### config.mk
export PLATFORM = sky130hd
export DESIGN_NAME = gdd_ctrl
export DESIGN_NICKNAME = d
export VERILOG_FILES = /design/src/hw/gdd_phase.v /design/src/hw/gdd_ctrl.v
export VERILOG_INCLUDE_DIRS = /design/src /design/src/shared
export SDC_FILE = /design/constraint.sdc
export NUM_CORES = 1
export LEC_CHECK = 0
export BUFFER_PORTS_ARGS = -buffer_cell sky130_fd_sc_hd__buf_2
export CELL_PAD_IN_SITES_DETAIL_PLACEMENT = 1
export CELL_PAD_IN_SITES_GLOBAL_PLACEMENT = 1
export CORE_MARGIN = 2
export CORE_UTILIZATION = 53
export CTS_CLUSTER_DIAMETER = 50
export DETAILED_ROUTE_END_ITERATION = 16
export GPL_TIMING_DRIVEN = 0
export PLACE_DENSITY_LB_ADDON = 0.1
export SYNTH_ARGS = -nofsm -noshare
export SYNTH_HDL_FRONTEND = slang
export SYNTH_SLANG_ARGS = --single-unit
### constraint.sdc
create_clock -name sys_clk_i -period 6.1 [get_ports sys_clk_i]
set_input_delay 0 -clock sys_clk_i [delete_from_list [all_inputs] [get_ports sys_clk_i]]
set_output_delay 0 -clock sys_clk_i [all_outputs]
set_load 0.005 [all_outputs]
### src/shared/gdd_consts.vh
// Purpose: shared constants of the gate driver command logic
// Assumes: 8-bit serial commands, MSB first
// Notes:   definitions only
`ifndef GDD_CONSTS_VH
`define GDD_CONSTS_VH

// command opcodes, bits 7:5 of the received word
`define GDD_OP_NULL     3'h0
`define GDD_OP_MASK     3'h1
`define GDD_OP_MODE     3'h2
`define GDD_OP_CLEAR_FAULT_LATCH_CMD    3'h3
`define GDD_OP_DT       3'h4
`define GDD_OP_HI       7
`define GDD_OP_LO       5
// bit 4 selects the upper group in mask and clear commands
`define GDD_GRP_BIT     4
// mode command fields
`define GDD_MODE_LOCK   0
`define GDD_MODE_SIMULTANEOUS_CONDUCTION_MODE 1
`define GDD_MODE_POLICY 3
// deadtime command field
`define GDD_DT_CAL_BIT  0
// status register 0 bit positions
`define GDD_ST_OT       0
`define GDD_ST_DESAT    1
`define GDD_ST_UV       2
`define GDD_ST_OC       3
`define GDD_ST_PHERR    4
`define GDD_ST_FRAME    5
`define GDD_ST_WERR     6
`define GDD_ST_RST      7
// status read selectors
`define GDD_SEL_ST0     2'h0
`define GDD_SEL_ST1     2'h1
`define GDD_SEL_ST2     2'h2
`define GDD_SEL_ST3     2'h3
// reset values
`define GDD_MASK_RST    4'hF
`define GDD_ST0_RST     8'h80
`define GDD_DT_MAX      8'hFF
// calibration counter
`define GDD_CAL_W       13
`define GDD_CAL_SH      4
// timing
`define GDD_CLK_MHZ     100
`define GDD_BLANK_NS    1000

`endif

### src/hw/gdd_phase.v
// Purpose: one phase of the gate drive: interlock, deadtime and phase error
// Assumes: requests already synchronised to sys_clk_i
// Notes:   outputs are registered
`timescale 1ns/1ps
module gdd_phase #(
    parameter BLANK_CYC = 16'd100
) (
    // clock and reset
    input  wire       sys_clk_i,
    input  wire       rstn_i,
    input  wire       ce_i,
    // commands
    input  wire       hs_req_i,
    input  wire       ls_req_i,
    input  wire       cmp_i,
    input  wire       simultaneous_conduction_mode_i,
    input  wire       off_i,
    input  wire [7:0] dt_i,
    // drive and error
    output reg        hs_o,
    output reg        ls_o,
    output reg        err_o
);
    reg  [7:0]  dt_cnt_r;
    reg  [15:0] blank_r;
    reg         hs_nxt;
    reg         ls_nxt;
    wire        dt_zero = (dt_cnt_r == 8'h00);

    always @* begin
        if (off_i) begin
            hs_nxt = 1'b0;
            ls_nxt = 1'b0;
        end else if (simultaneous_conduction_mode_i) begin
            hs_nxt = hs_req_i;
            ls_nxt = ls_req_i;
        end else begin
            // a simultaneous request turns neither on, keeping the pair safe
            hs_nxt = hs_req_i & (hs_o | (~ls_req_i & ~ls_o & dt_zero));
            ls_nxt = ls_req_i & (ls_o | (~hs_req_i & ~hs_o & dt_zero));
        end
    end

    always @(posedge sys_clk_i or negedge rstn_i) begin
        if (!rstn_i) begin
            hs_o     <= 1'b0;
            ls_o     <= 1'b0;
            err_o    <= 1'b0;
            dt_cnt_r <= 8'h00;
            blank_r  <= 16'h0000;
        end else if (ce_i) begin
            hs_o <= hs_nxt;
            ls_o <= ls_nxt;
            if ((hs_o & ~hs_nxt) | (ls_o & ~ls_nxt)) begin
                dt_cnt_r <= dt_i;
            end else if (!dt_zero) begin
                dt_cnt_r <= dt_cnt_r - 8'h01;
            end
            if ((hs_nxt != hs_o) | (ls_nxt != ls_o)) begin
                blank_r <= BLANK_CYC;
            end else if (blank_r != 16'h0000) begin
                blank_r <= blank_r - 16'h0001;
            end
            // comparator must follow the high side when exactly one side is on
            err_o <= ~simultaneous_conduction_mode_i & (blank_r == 16'h0000) & (hs_o ^ ls_o) & (cmp_i ^ hs_o);
        end
    end
endmodule // gdd_phase

### src/hw/gdd_ctrl.v
// Purpose: serial command logic of a three-phase gate pre-driver
// Assumes: sys_clk_i is the internal time base; serial pins are asynchronous
// Notes:   SI sampled on SCLK rise, SO shifted on SCLK fall, MSB first
`timescale 1ns/1ps
`include "gdd_consts.vh"

// Behaviour
// - lower mask bits: overtemperature, desaturation, low-side supply, overcurrent; one enables
// - upper mask bits: phase error, framing error, write error, reset event
// - command 0011 loads upper mask from low nibble; mask resets to all ones
// - phase error is comparator XOR drive state, blanked after drive changes
// - simultaneous-conduction mode blanks the phase error completely
// - reset event flag set at reset and while disabled
// - mode command 010: bit0 lock, bit1 simultaneous conduction, bit3 policy; reset zero
// - lock bit can only be set; cleared by device reset only
// - when locked, mode, deadtime and mask writes are dropped and flag write error
// - simultaneous-conduction mode passes synchronised inputs straight to the drivers unless disabled or shut down
// - otherwise a driver turns on only after deadtime, with the other driver of its phase off and not requested
// - policy zero: desaturation or phase error turns all drivers off until cleared
// - policy one: no shutdown, interrupts still raised when unmasked
// - one mode command may set modes and lock together
// - second transistor waits for deadtime, timed from the turn-off command
// - calibrating deadtime command measures next chip-select pulse, divides by 16
// - stored deadtime is within plus zero, minus one cycle of request
// - zero deadtime command sets deadtime zero, no pulse, interlock kept
// - deadtime is 255 cycles after reset until a deadtime command
// - serial data ignored during calibration pulse; toggles flag framing error
// - status word returned after every command; four status read variants
// - last eight bits act; bit count not multiple of eight is framing error
// - faults latch, clear only by matching clear command, live faults persist
module gdd_ctrl #(
    parameter BLANK_NS = `GDD_BLANK_NS
) (
    // clock, reset, enable
    input  wire       sys_clk_i,
    input  wire       rstn_i,
    input  wire       ce_i,
    // serial port
    input  wire       cs_n_i,
    input  wire       sclk_i,
    input  wire       si_i,
    output reg        so_o,
    output reg        so_oe_o,
    // gate commands and feedback
    input  wire [2:0] hs_in_i,
    input  wire [2:0] ls_in_i,
    input  wire [2:0] phase_cmp_i,
    input  wire [2:0] desat_i,
    input  wire       overtemp_i,
    input  wire       low_side_supply_uv_i,
    input  wire       overcurrent_i,
    input  wire       drv_enable_i,
    // gate drive and interrupt
    output wire [2:0] hs_drv_o,
    output wire [2:0] ls_drv_o,
    output reg        irq_o
);
    localparam BLANK_CYC = (BLANK_NS * `GDD_CLK_MHZ + 999) / 1000;
    localparam NIN = 19;

    // every pin passes two flops; third stage only follows the second for edges
    reg  [NIN-1:0] sy1_r;
    reg  [NIN-1:0] sy2_r;
    reg  [2:0]     sy3_r;
    wire [NIN-1:0] pin_w = {cs_n_i, sclk_i, si_i, hs_in_i, ls_in_i, phase_cmp_i, desat_i,
                            overtemp_i, low_side_supply_uv_i, overcurrent_i, drv_enable_i};
    wire       cs_n   = sy2_r[18];
    wire       sclk   = sy2_r[17];
    wire       si     = sy2_r[16];
    wire [2:0] hs_req = sy2_r[15:13];
    wire [2:0] ls_req = sy2_r[12:10];
    wire [2:0] cmp    = sy2_r[9:7];
    wire [2:0] desat  = sy2_r[6:4];
    wire       ot     = sy2_r[3];
    wire       uv     = sy2_r[2];
    wire       oc     = sy2_r[1];
    wire       en     = sy2_r[0];
    wire       cs_fall = sy3_r[2] & ~cs_n;
    wire       cs_rise = ~sy3_r[2] & cs_n;
    wire       sck_rise = ~sy3_r[1] & sclk;
    wire       sck_fall = sy3_r[1] & ~sclk;
    wire       si_edge  = sy3_r[0] ^ si;

    // serial and command state
    reg  [7:0]            rx_r;
    reg  [7:0]            tx_r;
    reg  [2:0]            bits_r;
    reg                   any_r;
    reg  [1:0]            sel_r;
    reg                   cal_pend_r;
    reg                   cal_act_r;
    reg                   cal_tog_r;
    reg  [`GDD_CAL_W-1:0] cal_cnt_r;
    reg  [3:0]            mask_lo_r;
    reg  [3:0]            mask_hi_r;
    reg                   lock_r;
    reg                   simultaneous_conduction_mode_r;
    reg                   policy_r;
    reg  [7:0]            dt_cal_r;
    reg                   dt_done_r;
    reg                   dt_ovf_r;
    reg                   dt_zero_r;
    reg  [7:0]            st_r;
    wire [2:0]            pherr;

    // command decode at the end of a frame
    wire [2:0] op      = rx_r[`GDD_OP_HI:`GDD_OP_LO];
    wire       frm_ok  = any_r & (bits_r == 3'h0);
    wire       cmd_go  = cs_rise & ~cal_act_r & frm_ok;
    wire       is_wr   = (op == `GDD_OP_MASK) | (op == `GDD_OP_MODE) | (op == `GDD_OP_DT);
    wire       is_bad  = (op > `GDD_OP_DT);
    wire       wr_go   = cmd_go & is_wr & ~lock_r;
    wire       werr_ev = cmd_go & ((is_wr & lock_r) | is_bad);
    wire       frm_ev  = (cs_rise & ~cal_act_r & ~frm_ok) | (cs_rise & cal_act_r & cal_tog_r);
    wire       clr_go  = cmd_go & (op == `GDD_OP_CLEAR_FAULT_LATCH_CMD);
    wire [7:0] clr_vec = ~clr_go ? 8'h00 :
                         (rx_r[`GDD_GRP_BIT] ? {rx_r[3:0], 4'h0} : {4'h0, rx_r[3:0]});

    // live conditions; a set always beats a clear in the same cycle
    wire       any_ph  = |pherr;
    wire [7:0] cond;
    assign cond[`GDD_ST_OT]    = ot;
    assign cond[`GDD_ST_DESAT] = (|desat) | any_ph;
    assign cond[`GDD_ST_UV]    = uv;
    assign cond[`GDD_ST_OC]    = oc;
    assign cond[`GDD_ST_PHERR] = any_ph;
    assign cond[`GDD_ST_FRAME] = frm_ev;
    assign cond[`GDD_ST_WERR]  = werr_ev;
    assign cond[`GDD_ST_RST]   = ~en;
    wire [7:0] st_nxt  = (st_r & ~clr_vec) | cond;

    // deadtime in use and shutdown
    wire [7:0] dt_use  = dt_done_r ? dt_cal_r : `GDD_DT_MAX;
    wire       shut    = ~en | (~policy_r & (st_r[`GDD_ST_DESAT] | st_r[`GDD_ST_PHERR]));
    wire [`GDD_CAL_W-1:0] quo = cal_cnt_r >> `GDD_CAL_SH;

    // status word chosen by the previous command; any command other than a read selects status 0
    reg  [7:0] st_word;
    always @* begin
        case (sel_r)
            `GDD_SEL_ST0: st_word = st_r;
            `GDD_SEL_ST1: st_word = {1'b0, policy_r, dt_zero_r, dt_ovf_r, dt_done_r, 1'b0, simultaneous_conduction_mode_r, lock_r};
            `GDD_SEL_ST2: st_word = {mask_hi_r, mask_lo_r};
            `GDD_SEL_ST3: st_word = dt_cal_r;
            default:      st_word = st_r;
        endcase
    end

    always @(posedge sys_clk_i or negedge rstn_i) begin
        if (!rstn_i) begin
            // select resets to its idle high level, so no false frame follows reset
            sy1_r <= {1'b1, {(NIN-1){1'b0}}};
            sy2_r <= {1'b1, {(NIN-1){1'b0}}};
            sy3_r <= 3'h4;
        end else if (ce_i) begin
            sy1_r <= pin_w;
            sy2_r <= sy1_r;
            sy3_r <= {cs_n, sclk, si};
        end
    end

    // serial shift, calibration and command execution
    always @(posedge sys_clk_i or negedge rstn_i) begin
        if (!rstn_i) begin
            rx_r       <= 8'h00;
            tx_r       <= 8'h00;
            bits_r     <= 3'h0;
            any_r      <= 1'b0;
            sel_r      <= `GDD_SEL_ST0;
            cal_pend_r <= 1'b0;
            cal_act_r  <= 1'b0;
            cal_tog_r  <= 1'b0;
            cal_cnt_r  <= {`GDD_CAL_W{1'b0}};
            mask_lo_r  <= `GDD_MASK_RST;
            mask_hi_r  <= `GDD_MASK_RST;
            lock_r     <= 1'b0;
            simultaneous_conduction_mode_r   <= 1'b0;
            policy_r   <= 1'b0;
            dt_cal_r   <= 8'h00;
            dt_done_r  <= 1'b0;
            dt_ovf_r   <= 1'b0;
            dt_zero_r  <= 1'b0;
            st_r       <= `GDD_ST0_RST;
            irq_o      <= 1'b0;
            so_o       <= 1'b0;
            so_oe_o    <= 1'b0;
        end else if (ce_i) begin
            st_r    <= st_nxt;
            irq_o   <= |(st_r & {mask_hi_r, mask_lo_r});
            so_oe_o <= ~cs_n;
            if (cs_fall) begin
                if (cal_pend_r) begin
                    cal_act_r  <= 1'b1;
                    cal_pend_r <= 1'b0;
                    cal_tog_r  <= 1'b0;
                    cal_cnt_r  <= {`GDD_CAL_W{1'b0}};
                end else begin
                    bits_r <= 3'h0;
                    any_r  <= 1'b0;
                end
                tx_r <= st_word;
                so_o <= st_word[7];
            end else if (!cs_n && cal_act_r) begin
                // counter saturates, so an overlong pulse still reads as overflow
                if (cal_cnt_r != {`GDD_CAL_W{1'b1}}) begin
                    cal_cnt_r <= cal_cnt_r + {{(`GDD_CAL_W-1){1'b0}}, 1'b1};
                end
                if (sck_rise | sck_fall | si_edge) begin
                    cal_tog_r <= 1'b1;
                end
            end else if (!cs_n) begin
                if (sck_rise) begin
                    rx_r   <= {rx_r[6:0], si};
                    bits_r <= bits_r + 3'h1;
                    any_r  <= 1'b1;
                end
                if (sck_fall) begin
                    tx_r <= {tx_r[6:0], 1'b0};
                    so_o <= tx_r[6];
                end
            end
            if (cs_rise && cal_act_r) begin
                cal_act_r <= 1'b0;
                dt_done_r <= 1'b1;
                dt_zero_r <= 1'b0;
                if (quo > {{(`GDD_CAL_W-8){1'b0}}, `GDD_DT_MAX}) begin
                    dt_cal_r <= `GDD_DT_MAX;
                    dt_ovf_r <= 1'b1;
                end else begin
                    dt_cal_r <= quo[7:0];
                    dt_ovf_r <= 1'b0;
                end
            end
            if (cmd_go) begin
                sel_r <= (op == `GDD_OP_NULL) ? rx_r[1:0] : `GDD_SEL_ST0;
            end
            if (wr_go) begin
                case (op)
                    `GDD_OP_MASK: begin
                        if (rx_r[`GDD_GRP_BIT]) begin
                            mask_hi_r <= rx_r[3:0];
                        end else begin
                            mask_lo_r <= rx_r[3:0];
                        end
                    end
                    `GDD_OP_MODE: begin
                        // modes and lock load together; lock only blocks later frames
                        simultaneous_conduction_mode_r <= rx_r[`GDD_MODE_SIMULTANEOUS_CONDUCTION_MODE];
                        policy_r <= rx_r[`GDD_MODE_POLICY];
                        lock_r   <= lock_r | rx_r[`GDD_MODE_LOCK];
                    end
                    `GDD_OP_DT: begin
                        if (rx_r[`GDD_DT_CAL_BIT]) begin
                            cal_pend_r <= 1'b1;
                        end else begin
                            dt_cal_r   <= 8'h00;
                            dt_zero_r  <= 1'b1;
                            dt_done_r  <= 1'b1;
                            dt_ovf_r   <= 1'b0;
                            cal_pend_r <= 1'b0;
                        end
                    end
                    default: begin
                        cal_pend_r <= cal_pend_r;
                    end
                endcase
            end
        end
    end

    genvar g;
    generate
        for (g = 0; g < 3; g = g + 1) begin : g_phase
            gdd_phase #(
                .BLANK_CYC (BLANK_CYC[15:0])
            ) u_phase (
                .sys_clk_i (sys_clk_i),
                .rstn_i    (rstn_i),
                .ce_i      (ce_i),
                .hs_req_i  (hs_req[g]),
                .ls_req_i  (ls_req[g]),
                .cmp_i     (cmp[g]),
                .simultaneous_conduction_mode_i  (simultaneous_conduction_mode_r),
                .off_i     (shut),
                .dt_i      (dt_use),
                .hs_o      (hs_drv_o[g]),
                .ls_o      (ls_drv_o[g]),
                .err_o     (pherr[g])
            );
        end
    endgenerate
endmodule // gdd_ctrl

==> impl_metrics.tcl, run 1 <==
set metrics [dict create \
    run_status "finished clean" \
    pwr_density_cell_mw_per_mm2 397 \
    grt_usage_pct 30.5 \
    worst_r2r_path_depth 13 \
    grt_overflow 0 \
    clock-root-buffer "clkbuf_16" \
    postSynthCellCount 997 \
    wire_length_of_the_first_global_routing_pass_um 47000 \
    routed_wl_um 29000 \
    design.die.area_mm2 0.0198 \
    grt_antenna_before_repair 0 \
    ys_types 79 \
    cts_repair_resize_count 0 \
    reg2reg_from "g_phase[2].u_phase.dt_cnt_r[0]$_DFFE_PN0P_" \
    tritoncts.num_buffers 17 \
    timing.critical_path.required_ps 6450 \
    netlist_area_mm2 0.00992 \
    totalNegativeSetupSlack_ps 0 \
    io_pins 31 \
    chip_height_um 141 \
    netlist_top_cells_area "dfrtp_1, mux2_2, nand2_1" \
    timing.rr.end "g_phase[2].u_phase.blank_r[6]$_DFFE_PN0P_" \
    clockBufferDepth 2 \
    reg2reg_setup_slack_ps 2470 \
    worstMarginPinSlew_ps 865 \
    via_count_of_the_first_global_routing_pass 8606 \
    synthesis.area_per_instance_um2 9.95 \
    clock_transition_at_the_register_clock_pins_on_the_worst_setup_and_hold_paths_after_cts_ps 80 \
    relSlewSlack_pct 41.7 \
    clock_tree_from_tritoncts "done" \
    holdCritPathClass "in -> reg" \
    synth.yosys.warnings 0 \
    setup.worst_path.class "reg -> reg" \
    post-route-min-period_ps 3630 \
    ys_seq_area_share_pct 48.6 \
    worstPathCellList "inv_1 > ha_1 > nor3b_1 > nand2_1 > nor3_1 > nor3_1 > nand3b_1 > ha_1 > nand2_1 > nor4b_4 > a2111oi_0 > xnor2_1 > nand2_1" \
    timing.critical_path.mode_cell "nand2_1" \
    row_count 50 \
    drcViolationCount 0 \
    antenna_cells_inserted 0 \
    cts.sinks 192 \
    worstSetupPathDepth 13 \
    num_vias 8111 \
    worstSetupEndpoint "g_phase[2].u_phase.blank_r[6]$_DFFE_PN0P_" \
    synth-async-reset-ratio_pct 100 \
    synth_area_leader_cell "dfrtp_1" \
    viasPerCell 6.17 \
    drt-pass1-iter-count 5 \
    power.ir.vdd_worst_mv 0.248 \
    finalClockSkew_ps 16.0 \
    fmaxAchievable_ghz 0.276 \
    floorplan_die_width_um 141 \
    timing.final.crit_share_pct 59.4 \
    worstPathArrival_ps 3980 \
    crit_path_max_incr_delay_ps 570 \
    gp_congestion 0.881 \
    timing_hold_violations_final 0 \
    crit_path_start "g_phase[2].u_phase.dt_cnt_r[0]$_DFFE_PN0P_" \
    drive_above_1_share_pct 14.8 \
    layout.nets 1109 \
    place.detailed.hpwl_um 18700 \
    p_leak_nw 4.78 \
    area_growth_pct 13.3 \
    crit_path_max_fanout 9 \
    post-place-ws_ps 2570 \
    hp-start "ce_i" \
    critical_path_buf_inv_count 1 \
    unrepaired_setup_endpoints_after_global_routing "false" \
    core-area_mm2 0.0185 \
    post_route_ant_nets 0 \
    cp_top_family "simple AND/OR/NAND/NOR gates" \
    synth_nets 1039 \
    setup_viol_count_final 0 \
    io_buffer_count 30 \
    synth_top_flop_cell "dfrtp_1" \
    post_synth_edffs 0 \
    htreeDepth 4 \
    critical_path.endpoint_type "flip-flop" \
    iteration_0_drc_count_of_the_detailed_router 546 \
    yosysTopAreaCellShare_pct 45.4 \
    maximum_number_of_pins_on_one_net_before_global_route_repair 124 \
    timing.final.ws_setup_ps 2470 \
    crit_path_start_kind "flip-flop" \
    report.final.slew_viol_count 0 \
    initial_utilization_pct 53.6 \
    ys_seq_elements 192 \
    maxCapViolations 0 \
    cp_slowest_cell "nor4b_4" \
    worst_skew_pair.late_latency_ps 460 \
    route.detailed.wl_per_inst_um 22.1 \
]
-- logic make-up after synthesis --
family	count (synthesis)	synth area share (%)
AO/OA/AOI/OAI	195	13.2
flip-flops	192	48.6
AND/OR/NAND/NOR	405	20.8
adder cells (fa/ha/maj)	20	2.52
multiplexers	62	7.63
XOR/XNOR	42	3.71
buffers and inverters	81	3.48
-- worst min-delay path by stage --
stage                                           endpoint  slack (ps)  cells past startpoint
4_1_cts                              st_r[6]$_DFFE_PN0P_          40                      3
3_5_place_dp   g_phase[1].u_phase.blank_r[9]$_DFFE_PN0P_           5                      1
2_1_floorplan                          any_r$_DFFE_PN0P_        -300                      0
6_report                             st_r[6]$_DFFE_PN0P_          60                      3
5_1_grt                              st_r[6]$_DFFE_PN0P_          70                      3
3_3_place_gp                       sy1_r[16]$_DFFE_PN0P_         230                      2
-- through the flow --
step / power [mW] / area [um^2] / hold WS, ps / std cells / utilization [%]
after floorplan: 2.82 / 9920 / -296 / 997 / -
after global placement: 3.12 / 10400 / 231 / 1261 / 56.0
after detailed placement: 3.21 / 10400 / 5.47 / 1262 / 56.2
after CTS: 4.45 / 11200 / 35.4 / 1314 / 60.7
after global routing: 4.73 / 11200 / 71.4 / 1314 / 60.7
final: 4.46 / 11200 / 61.2 / 1314 / 60.7
-- routing by layer --
layer / track usage [%] / part of all wire [%] / vias up
met3: 5.13 / 3.3 / 79
met5: 0 / 0 / -
met2: 50.6 / 49 / 191
met4: 14.4 / 4.2 / 0
li1: - / - / 3708
met1: 39.4 / 43 / 4133
-- repair_timing --
item / 4_1_cts / 5_1_grt
endpoints found under the hold margin: 88 / 0
buffers inserted: 0 / 0
hold buffers: 20 / 0
-- registers in the layout (all words and copies together) (netlist names), 2 cells and up --
| name | count |
|---|---|
| bits_r | 3 |
| cal_cnt_r | 13 |
| dt_cal_r | 8 |
| g_phase.u_phase.blank_r | 48 |
| g_phase.u_phase.dt_cnt_r | 24 |
| g_phase.u_phase.err_o | 3 |
| g_phase.u_phase.hs_o | 3 |
| g_phase.u_phase.ls_o | 3 |
| mask_hi_r | 4 |
| mask_lo_r | 4 |
| rx_r | 8 |
| sel_r | 2 |
| st_r | 8 |
| sy1_r | 19 |
| sy2_r | 19 |
| sy3_r | 3 |
| tx_r | 7 |
-- cell usage after synthesis, types with 18 or more instances --
library cell	instances
inv_1	32
mux2_2	49
clkbuf_1	32
a21oi_1	30
o21ai_0	69
a22o_1	18
dfrtp_1	180
xnor2_1	22
nand3_1	25
nor2_1	103
xor2_1	20
ha_1	20
nor3_1	38
nand2_1	108
-- layout make-up --
| cell class | instances | area [um^2] |
|---|---|---|
| repair buffers | 51 | 388 |
| fillers | 2045 | 7280 |
| well taps | 234 | 293 |
| flip-flops and latches | 192 | 4820 |
| multi-input cells | 724 | 4750 |
| clock buffers | 17 | 425 |
| inverters | 32 | 120 |
| clock inverters | 15 | 211 |
| plain buffers | 49 | 225 |
-- power by group --
group | switching, mW | internal (mW)
Clock | 0.601 | 0.602
Sequential | 0.382 | 1.62
Combinational | 0.703 | 0.554
-- worst reg2reg max path: cells and delay by family (launching register included) --
family / cells / cell delay (ps)
buf+inv: 1 / 90
fa+ha+maj: 2 / 490
compound gates: 1 / 240
simple gates: 8 / 2090
flops: 1 / 410
xor+xnor: 1 / 220
-- layout by cell type (no fill, tap or decap), types with 20 or more instances in the layout --
cell type	count
nand3_1	25
dlygate4sd3_1	20
nor3_1	38
xnor2_1	22
clkbuf_1	32
buf_2	32
o21ai_0	69
nand2_1	108
dfrtp_1	180
nor2_1	103
inv_1	32
xor2_1	20
mux2_2	49
ha_1	20
a21oi_1	30
No activity file was read; power rests on OpenSTA's default activity.
==> inputs of run 2 (changes only) <==
CORE_UTILIZATION = 45   (was 53)
clock period = 3 ns   (was 6.1 ns; I/O delays follow)
==> run 2 against run 1 <==
  * Sequential cell count stayed put
  * Routed wire length fell by 7.5%
  * Combinational power grew 110%
  * Clock skew shrank 1.2 ps
  * Critical path depth grew 1
  * First-iteration DRC count down 40%
  * Register-to-register slack got worse by 2300 ps
  * Die area increased by 17%
  * Clock power rose by 99%
  * Via count is 3.4% lower
  * Final cell count increased by 4.0%
  * Critical path type unchanged
  * Critical endpoint is now g_phase[2].u_phase.blank_r[10]$_DFFE_PN0P_
  * Largest power group unchanged
==> impl_metrics.tcl, run 2 (synthesis results as in run 1) <==
set metrics [dict create \
    holdCritPathClass "in -> reg" \
    dp_cells 1308 \
    clockBufferDepth 2 \
    met3_length_um 723 \
    drive_above_1_share_pct 18.0 \
    worstMarginPinSlew_ps 945 \
    clock_transition_at_the_register_clock_pins_on_the_worst_setup_and_hold_paths_after_cts_ps 80 \
    crit_path_start_kind "flip-flop" \
    setup_viol_count_final 0 \
    report.final.slew_viol_count 0 \
    final_cell_mix "dfrtp_1, nand2_1, nor2_1, o21ai_0, mux2_2" \
    power_dissipated_by_switching_net_loads_mw 3.31 \
    worst_skew_pair.late_latency_ps 440 \
    floorplan_die_width_um 152 \
    critical_path.endpoint_type "flip-flop" \
    drcViolationCount 0 \
    timing.critical_path.required_ps 3330 \
    iteration_0_drc_count_of_the_detailed_router 327 \
    mostFrequentLayoutCell "dfrtp_1" \
    wire_length_of_the_first_global_routing_pass_um 44700 \
    layout.nets 1116 \
    post-route-min-period_ps 2810 \
    timing.final.crit_share_pct 93.6 \
    viasPerCell 5.73 \
    htreeDepth 4 \
    row_count 54 \
    grt_antenna_before_repair 0 \
    fin_cells 1367 \
    via_count_of_the_first_global_routing_pass 8317 \
    fmaxAchievable_ghz 0.356 \
    timing_hold_violations_final 0 \
    clock_tree_from_tritoncts "done" \
    grt_usage_pct 23.9 \
    p_seq_share_pct 45.0 \
    met2_wirelength_um 13000 \
    run_status "finished clean" \
    worstPathArrival_ps 3140 \
    report.power.total_mw 9.11 \
    power.share.combinational_pct 28.9 \
    maximum_number_of_pins_on_one_net_before_global_route_repair 110 \
    grt_overflow 0 \
    p_leak_nw 4.86 \
    tritoncts.num_buffers 17 \
    route.detailed.wl_per_inst_um 19.7 \
    largest_register "g_phase.u_phase.blank_r" \
    top_signal_layer_used "met4" \
    initial_utilization_pct 45.6 \
    chip_height_um 152 \
    core-area_mm2 0.0218 \
    io_buffer_count 30 \
    drt-met1-wl_um 12700 \
    routed_wl_um 26900 \
    cts.sinks 192 \
    totalNegativeSetupSlack_ps 0 \
    num_vias 7838 \
    p_int_mw 5.80 \
    pwr_density_cell_mw_per_mm2 791 \
    largest_register_ffs 48 \
    area_growth_pct 16.1 \
    place.detailed.hpwl_um 18500 \
    clock_power_share_pct 26.2 \
    crit_path_max_fanout 8 \
    relSlewSlack_pct 37.0 \
    power.ir.vdd_worst_mv 0.383 \
    largestRegisters "g_phase.u_phase.blank_r (48), g_phase.u_phase.dt_cnt_r (24)" \
    maxCapViolations 0 \
    io_pins 31 \
    finalClockSkew_ps 14.8 \
    drt-pass1-iter-count 5 \
    gp_congestion 0.787 \
    swShare_pct 36.3 \
    post_route_ant_nets 0 \
    clock-root-buffer "clkbuf_16" \
    design.die.area_mm2 0.0232 \
    setup.worst_path.class "reg -> reg" \
]
[run 2: cell types whose count changed in the layout (fill, tap and decap cells not counted), moves of 4 or more]
cell	change
buf_4	+7
nor3_2	+5
clkbuf_2	+6
clkbuf_1	-8
nor4_1	-4
nor3_1	-6
[run 2: per-layer routing]
layer / up-vias / GRT usage (%)
met5: - / 0
met3: 30 / 4.01
li1: 3715 / -
met2: 104 / 39.6
met4: 0 / 6.66
met1: 3989 / 32.8
[run 2: critical path: stages, from the launching register on]
cell	delay (ps)
dfrtp_1	400
inv_1	90
ha_2	200
nor3b_4	260
nand2_4	100
nor3_2	130
nor3_1	80
nand3b_1	240
ha_4	320
nand2_4	80
nor4b_4	310
buf_6	180
a211oi_1	90
xnor2_1	170
nor2_1	50
[run 2: layout make-up]
cell class / instances / area [um^2]
clock inverter: 13 / 170
fill: 2453 / 10200
clock buffer: 18 / 439
multi-input combinational: 724 / 4930
buffer: 48 / 230
inverter: 32 / 120
timing repair buffer: 59 / 452
antenna: 1 / 2.50
tap: 280 / 350
sequential: 192 / 4820
[run 2: path summary, 6_finish.rpt]
check | startpoint | end | slack (ps) | cells after the start
min reg2reg | tx_r[6]$_DFFE_PN0P_ | tx_r[6]$_DFFE_PN0P_ | 490 | 2
max in group asynchronous | rstn_i | st_r[0]$_DFFE_PN0P_ | 1880 | 3
min | ce_i | st_r[6]$_DFFE_PN0P_ | 90 | 3
max | g_phase[2].u_phase.dt_cnt_r[0]$_DFFE_PN0P_ | g_phase[2].u_phase.blank_r[10]$_DFFE_PN0P_ | 190 | 14
max reg2reg | g_phase[2].u_phase.dt_cnt_r[0]$_DFFE_PN0P_ | g_phase[2].u_phase.blank_r[10]$_DFFE_PN0P_ | 190 | 14
min in group asynchronous | rstn_i | g_phase[1].u_phase.blank_r[4]$_DFFE_PN0P_ | 130 | 2
[run 2: timing repair]
action | CTS | global route
pin swaps | 1 | 4
buffers inserted | 2 | 6
hold buffers | 20 | 0
endpoints found under the setup margin | 54 | 57
endpoints found under the hold margin | 102 | 0
resized for setup | 15 | 29
[run 2: power groups by stage]
| stage | Clock (mW) | Sequential (mW) | Combinational [mW] |
|---|---|---|---|
| after floorplan | 0 | 3.84 | 1.89 |
| after global placement | 0 | 4.04 | 2.36 |
| after detailed placement | 0 | 4.06 | 2.46 |
| after CTS | 2.44 | 4.04 | 2.55 |
| after global routing | 2.53 | 4.21 | 3.00 |
| final | 2.39 | 4.10 | 2.63 |
[run 2: through the flow]
step / utilization [%] / setup slack [ps] / instance area (um^2) / hold WS [ps]
CTS: 52.1 / 9.85 / 11300 / 82.4
floorplan: - / 192 / 9920 / -296
global placement: 47.9 / -1430 / 10400 / 232
detailed placement: 48.1 / -412 / 10500 / 33.8
finish: 52.9 / 191 / 11500 / 88.4
global route: 52.9 / -20.2 / 11500 / 122
